File: config.mk
export PLATFORM = sky130hd
export DESIGN_NAME = sac_conv
export DESIGN_NICKNAME = d
export VERILOG_FILES = /design/src/verilog/sac_pkg.sv /design/src/verilog/sac_conv.sv
export SDC_FILE = /design/constraint.sdc
export NUM_CORES = 1
export LEC_CHECK = 0
export BUFFER_PORTS_ARGS = -buffer_cell sky130_fd_sc_hd__buf_2
export CORE_ASPECT_RATIO = 1.25
export CORE_UTILIZATION = 40
export DETAILED_ROUTE_END_ITERATION = 7
export SYNTH_ARGS = -nofsm -noshare
export SYNTH_HDL_FRONTEND = slang
export SYNTH_SLANG_ARGS = --single-unit
File: constraint.sdc
create_clock -name i_clk -period 2.7 [get_ports i_clk]
set_input_delay 0.27 -clock i_clk [delete_from_list [all_inputs] [get_ports i_clk]]
set_output_delay 0.27 -clock i_clk [all_outputs]
set_load 0.02 [all_outputs]
File: src/verilog/sac_pkg.sv
// package for the successive-approximation conversion sequencer
// assumes a 40 MHz system clock and an external comparator decision input
`default_nettype none
package sac_pkg;
  localparam int          CLK_PERIOD_NS   = 25;      // system clock period
  localparam int          DATA_WIDTH      = 8;       // result width in bits
  localparam int          BIT_TIME_NS     = 3000;    // time given to one bit trial
  localparam int          BIT_CYCLES      = (BIT_TIME_NS + CLK_PERIOD_NS - 1) / CLK_PERIOD_NS;
  localparam int          OUT_DELAY_NS    = 500;     // longest flag-to-data delay
  localparam int          OUT_CYCLES      = OUT_DELAY_NS / CLK_PERIOD_NS;
  localparam int          BLANK_DELAY_NS  = 1500;    // flag release after start/blank high
  localparam int          BLANK_CYCLES    = BLANK_DELAY_NS / CLK_PERIOD_NS;
  localparam int          CLEAR_PULSE_NS  = 2000;    // least high pulse that clears
  localparam int          CLEAR_CYCLES    = (CLEAR_PULSE_NS + CLK_PERIOD_NS - 1) / CLK_PERIOD_NS;
  localparam int          CNT_WIDTH       = 8;       // wide enough for every count above
  localparam logic [7:0]  RESULT_RESET    = 8'h00;   // trial register after reset
  localparam logic [7:0]  BIPOLAR_ZERO    = 8'h80;   // code at zero input, bipolar

  // sequencer states
  typedef enum logic [2:0] {
    SAC_IDLE,
    SAC_TRIAL,
    SAC_HOLD,
    SAC_SHOW,
    SAC_DONE,
    SAC_BLANK
  } sac_state_type;

  // result bus as carried to the pins
  typedef struct packed {
    logic [7:0] data;   // result code
    logic [7:0] oe;     // per-line output enable
  } sac_out_type;
endpackage
`default_nettype wire

File: src/verilog/sac_conv.sv
// successive-approximation sequencer with blanked three-state result outputs
// assumes start/blank and comparator inputs are synchronous to i_clk
`default_nettype none
module sac_conv
  import sac_pkg::*;
(
  input  wire  logic                   i_clk,          // 40 MHz system clock
  input  wire  logic                   i_resetn,       // asynchronous, active low
  input  wire  logic                   i_start_blank,  // high blanks, low converts
  input  wire  logic                   i_comp_below,   // dac sum below input
  input  wire  logic                   i_offset_open,  // high selects bipolar range
  output logic [sac_pkg::DATA_WIDTH-1:0] o_dac_code,   // code driven to the dac
  output logic                         o_bipolar,      // bipolar offset switch on
  output logic                         o_result_valid_n, // low when result shown
  output logic [sac_pkg::DATA_WIDTH-1:0] o_data,       // result lines
  output logic [sac_pkg::DATA_WIDTH-1:0] o_data_oe     // high while lines driven
);
  import sac_pkg::*;

  sac_state_type          state, next_state;            // sequencer state
  logic [7:0]             bit_trial_reg, next_bit_trial_reg; // trial register
  logic [7:0]             bit_mask, next_bit_mask;      // bit under trial
  logic [CNT_WIDTH-1:0]   cnt, next_cnt;                // timing counter
  logic [CNT_WIDTH-1:0]   hi_cnt, next_hi_cnt;          // start/blank high width
  logic                   flag_n, next_flag_n;          // result-valid flag
  sac_out_type            outs, next_outs;              // pin drive
  logic                   bip, next_bip;                // sampled range select

  // next-state logic for the whole sequencer
  always_comb begin
    next_state         = state;
    next_bit_trial_reg = bit_trial_reg;
    next_bit_mask      = bit_mask;
    next_cnt           = cnt;
    next_flag_n        = flag_n;
    next_outs          = outs;
    next_bip           = i_offset_open; // range follows the offset input
    // count high time; saturate so a long blank is not lost
    if (!i_start_blank) begin
      next_hi_cnt = '0;
    end else if (hi_cnt != CNT_WIDTH'(CLEAR_CYCLES)) begin
      next_hi_cnt = hi_cnt + 1'b1;
    end else begin
      next_hi_cnt = hi_cnt;
    end
    case (state)
      SAC_IDLE: begin
        // standby; a low line starts a new conversion, pins untouched
        if (!i_start_blank) begin
          next_state         = SAC_TRIAL;
          next_bit_mask      = 8'h80; // msb first
          next_bit_trial_reg = 8'h80;
          next_cnt           = '0;
        end
      end
      SAC_TRIAL: begin
        // one bit per trial period; high line freezes the sequence
        if (i_start_blank) begin
          next_state = SAC_HOLD;
        end else if (cnt == CNT_WIDTH'(BIT_CYCLES - 1)) begin
          next_cnt = '0;
          // keep bit only when the dac sum is still below the input
          if (!i_comp_below) begin
            next_bit_trial_reg = bit_trial_reg & ~bit_mask;
          end
          if (bit_mask == 8'h01) begin // lsb decided, result stands
            next_state  = SAC_SHOW;
            next_flag_n = 1'b0;
          end else begin
            next_bit_mask      = bit_mask >> 1;
            next_bit_trial_reg = (i_comp_below ? bit_trial_reg : (bit_trial_reg & ~bit_mask))
                                 | (bit_mask >> 1);
          end
        end else begin
          next_cnt = cnt + 1'b1;
        end
      end
      SAC_HOLD: begin
        // stopped; a long enough pulse clears, a short one resumes
        if (hi_cnt == CNT_WIDTH'(CLEAR_CYCLES)) begin
          next_state         = SAC_IDLE;
          next_bit_trial_reg = RESULT_RESET;
          next_bit_mask      = '0;
        end else if (!i_start_blank) begin
          next_state = SAC_TRIAL;
        end
      end
      SAC_SHOW: begin
        // flag went low last cycle; drive pins at once, well inside the limit
        next_outs.data = bit_trial_reg;
        next_outs.oe   = 8'hFF;
        next_state     = SAC_DONE;
      end
      SAC_DONE: begin
        // result presented until start/blank goes high
        if (i_start_blank) begin
          next_state = SAC_BLANK;
          next_cnt   = '0;
        end
      end
      SAC_BLANK: begin
        // delayed release of flag and outputs
        if (cnt == CNT_WIDTH'(BLANK_CYCLES - 1)) begin
          next_flag_n        = 1'b1;
          next_outs.oe       = 8'h00;
          next_bit_trial_reg = RESULT_RESET;
          next_bit_mask      = '0;
          next_cnt           = '0;
          next_state         = SAC_IDLE;
        end else begin
          next_cnt = cnt + 1'b1;
        end
      end
      default: begin
        next_state = SAC_IDLE;
      end
    endcase
  end

  // registers only; constants under reset
  always_ff @(posedge i_clk or negedge i_resetn) begin
    if (!i_resetn) begin
      state         <= SAC_IDLE;
      bit_trial_reg <= RESULT_RESET;
      bit_mask      <= '0;
      cnt           <= '0;
      hi_cnt        <= '0;
      flag_n        <= 1'b1;
      outs          <= '0;
      bip           <= 1'b0;
    end else begin
      state         <= next_state;
      bit_trial_reg <= next_bit_trial_reg;
      bit_mask      <= next_bit_mask;
      cnt           <= next_cnt;
      hi_cnt        <= next_hi_cnt;
      flag_n        <= next_flag_n;
      outs          <= next_outs;
      bip           <= next_bip;
    end
  end

  // codes are plain binary in both ranges; bipolar shifts the analog zero
  assign o_dac_code       = bit_trial_reg;
  assign o_bipolar        = bip;
  assign o_result_valid_n = flag_n;
  assign o_data           = outs.data;
  assign o_data_oe        = outs.oe;

  // cycles since start/blank was seen high with the result shown; a small counter
  // watches the long blank delay instead of a long repetition in a property
  logic [CNT_WIDTH-1:0]   rel_age, next_rel_age;        // blank delay watch

  // next value of the watch counter; it returns to zero once the delay has run out
  always_comb begin
    next_rel_age = '0;
    if (state == SAC_DONE && i_start_blank) begin
      next_rel_age = CNT_WIDTH'(1);
    end else if (rel_age != '0 && rel_age != CNT_WIDTH'(BLANK_CYCLES)) begin
      next_rel_age = rel_age + 1'b1;
    end
  end

  // watch counter register only
  always_ff @(posedge i_clk or negedge i_resetn) begin
    if (!i_resetn) begin
      rel_age <= '0;
    end else begin
      rel_age <= next_rel_age;
    end
  end
endmodule
`default_nettype wire

==> out/qor.csv <==
stage,metric,value,unit
outcome,run status,"complete, but fails checks",
outcome,failing checks,DRC,
place,total placed instance area,2480,µm²
drt,DRT Wirelength,4.67,mm
critical_path,endpoint class of the critical path,flip-flop,
synthesis,number of instances in the synthesized netlist,218,
final_layout,fraction of layout cells with a size suffix above 1,24.6,%
final_layout,relative area change from synthesis to final layout,9.97,%
die,I/O pin cnt,31,
place,count of input and output buffers,30,
clock_tree,quantity of gates resized following cts,0,
grt,maximum number of pins on one net before global-route repair,47,
drt,Post-DRT Antenna Nets,0,
final_layout,flip-flop and latch area,1150,µm²
timing,measured slew at the worst slew-check pin,1.02,ns
place,Post-DP HPWL,3.14,mm
clock_tree,number of clock buffers inserted by TritonCTS,5,
grt,number of global-route vias before repair,1727,
place,final weighted congestion in routability-driven placement,0.779,
synthesis,main area contributors after synthesis,"sky130_fd_sc_hd__dfrtp_1 (48%), sky130_fd_sc_hd__mux2_2 (3.8%), sky130_fd_sc_hd__a221o_1 (3.4%)",
timing,Max-Slew Margin vs Limit,31.7,%
synthesis,Ys Warns,0,
power_and_ir_drop,power spent charging and discharging nets,0.000672,W
synthesis,Yosys top cell by area,sky130_fd_sc_hd__dfrtp_1,
clock_tree,clock tree from TritonCTS,done,
die,DIE HEIGHT,87.9,µm
die,floorplan die area,6210,µm²
critical_path,maximum fanout encountered on the critical timing path,17,
drt,via density per instance,5.65,
final_layout,total non-filler cell area in the finished layout,2590,µm²
drt,Routed WL per cell,15.4,µm
timing,Fin Clk Skew,0.00709,ns
drt,First DRT Iteration DRCs,116,
synthesis,Avg Inst Size Synth,10.8,µm²
grt,GRT Total Usage,16.8,%
synthesis,number of synthesized register bits,46,
critical_path,critical setup path kind,reg -> reg,
synthesis,register area share after synthesis,48.8,%
final_layout,area of combinational cells with multiple inputs,1060,µm²
die,horizontal die dimension,70.7,µm
synthesis,Syn Std Cell Area,2360,µm²
critical_path,data required time of the worst path,2.93,ns
timing,setup repair after global routing missed its margin,false,
power_and_ir_drop,internal cell power,0.00124,W
synthesis,Synth cell types,54,
worst_hold_path,classification of the worst-slack hold path,in -> reg,
timing,Peak Freq,488,MHz
grt,initial antenna violation count,0,
drt,vias after detailed routing,1717,
power_and_ir_drop,part of the power in the clock network,26.5,%
grt,overall overflow remaining after global route,0,
power_and_ir_drop,leakage power figure,1.21,nW
synthesis,Post-synth top flop,sky130_fd_sc_hd__dfrtp_1,
drt,remaining design rule violation count,8,
die,CORE AREA,5560,µm²
clock_tree,count of clock tree sinks,46,
power_and_ir_drop,Sequential Power Share,46.5,%
clock_tree,H-tree level count,2,
critical_path,arrival time of the worst setup path,2.28,ns
timing,number of endpoints with negative hold slack in the final report,0,
timing,final critical-path required period,2.05,ns
clock_tree,clock-pin slew on the worst setup and hold paths,0.09,ns
grt,first-pass GRT wire length,8.14,mm
clock_tree,count of hold buffers inserted by post-cts repair,0,
timing,Setup TNS,0,ns
synthesis,asr flop ratio synth,100,%
final_layout,fill count,564,
drt,DRT Pass-1 Iters,6,
power_and_ir_drop,Worst IR Drop VDD,0.542,mV
timing,number of max-slew violations in the final report,0,
die,total number of placement rows,30,
final_layout,Antenna Diode Count,0,
synthesis,net count after synthesis,226,
timing,endpoints failing setup,0,
synthesis,top-area cell type share of the netlist area,47.7,%
clock_tree,post-CTS setup buffers,0,
timing,share of the clock period used by the worst path,76.0,%
final_layout,final net count,247,
power_and_ir_drop,sw frac,35.2,%
clock_tree,maximum count of clock buffers along a single path,2,
synthesis,"EDFF count, synth",0,
critical_path,CP startpoint kind,flip-flop,
die,initial core utilization,42.5,%
clock_tree,Root Buffer Master,sky130_fd_sc_hd__clkbuf_8,
power_and_ir_drop,Pwr Density,736,nW/µm²
flow_run,max-cap violations,0,
clock_tree,later-pin clock latency in the skew report,0.30,ns
power_and_ir_drop,Logic pwr share,27.0,%
## critical path, cell delays in order (launching register included)
cell and delay (ns):
sky130_fd_sc_hd__dfrtp_1 0.61, sky130_fd_sc_hd__and4bb_1 0.25, sky130_fd_sc_hd__o21a_1 0.24, sky130_fd_sc_hd__o22ai_2 0.61
sky130_fd_sc_hd__a221o_1 0.27
## cells by family after synthesis
logic type / count (synthesis) / synth area share, %
AND/OR/NAND/NOR: 84 / 21.2
AO/OA/AOI/OAI: 47 / 16.3
flip-flops: 46 / 48.8
buffers and inverters: 24 / 6.04
multiplexers: 8 / 3.82
XOR/XNOR: 6 / 2.23
adder cells (fa/ha/maj): 3 / 1.59
## layout make-up
class | instances | area share [%]
flip-flops and latches | 46 | 44.4
multi-input cells | 148 | 41.0
repair buffers | 32 | 6.36
well taps | 64 | 3.09
clock buffers | 6 | 2.80
clock inverters | 2 | 1.45
inverters | 6 | 0.868
## path summary, 6_finish.rpt
path                                    end  slack, ns              from  cells past startpoint
max                           o_dac_code[4]       0.65          state[2]                      4
min                               o_bipolar       0.07     i_offset_open                      1
max reg2reg                   o_dac_code[4]       0.65          state[2]                      4
min reg2reg                o_result_valid_n       0.47  o_result_valid_n                      2
max in group asynchronous            cnt[7]       1.92          i_resetn                      1
min in group asynchronous         o_bipolar       0.14          i_resetn                      1
## sequential cells by signal, summed over array words and instances (netlist names)
name / count
bit_mask: 8
cnt: 8
hi_cnt: 8
o_bipolar: 1
o_dac_code: 8
o_data: 8
o_data_oe: 1
o_result_valid_n: 1
state: 3
## synthesized netlist by cell type (all sizes together), types with 2 or more instances
cell type / number
a21oi: 4
a221o: 8
a22o: 8
a2bb2oi: 2
a31oi: 4
and3: 11
and4bb: 2
buf: 15
clkbuf: 3
dfrtp: 45
ha: 3
inv: 6
mux2: 8
nand2: 10
nand2b: 11
nand3: 11
nand4: 2
nor2: 14
nor2b: 3
nor3: 5
nor3b: 2
nor4b: 2
o211ai: 2
o21a: 2
o21ai: 6
o22ai: 3
or2: 2
or3b: 2
xor2: 5
## power groups by stage
stage / sequential [W] / combinational (W) / clock (W)
2_1_floorplan: 0.000850 / 0.000473 / 0
3_3_place_gp: 0.000896 / 0.000514 / 0
3_5_place_dp: 0.000898 / 0.000517 / 0
4_1_cts: 0.000884 / 0.000519 / 0.000520
5_1_grt: 0.000907 / 0.000583 / 0.000547
6_report: 0.000888 / 0.000516 / 0.000506
## through the flow
| step | setup slack [ns] | util (%) | hold slack (ns) | std cells | power, W |
|---|---|---|---|---|---|
| final | 0.649 | 46.7 | 0.0700 | 304 | 0.00191 |
| after global routing | 0.431 | 46.7 | 0.0565 | 304 | 0.00204 |
| after CTS | 0.649 | 46.7 | 0.0637 | 304 | 0.00192 |
| after detailed placement | 0.669 | 44.7 | 0.383 | 296 | 0.00141 |
| after global placement | 0.686 | 44.7 | 0.381 | 296 | 0.00141 |
| after floorplan | 0.863 | - | -0.0256 | 218 | 0.00132 |
## metal layers
layer | up-vias | wire length [µm] | track usage [%]
met3 | 6 | 157 | 3.11
met5 | - | 0 | 0
met4 | 0 | 61 | 6.00
met2 | 30 | 2190 | 27.9
met1 | 841 | 2270 | 22.0
li1 | 840 | - | -
## cell usage in the layout, fill, tap and decap left out, drive strengths merged, types with 5 or more instances in the layout
master / instances
a221o: 8
a22o: 8
and3: 11
buf: 32
clkbuf: 6
dfrtp: 45
inv: 6
mux2: 8
nand2: 10
nand2b: 11
nand3: 11
nor2: 14
nor3: 5
o21ai: 6
xor2: 5
(Power assumes the default switching activity.)
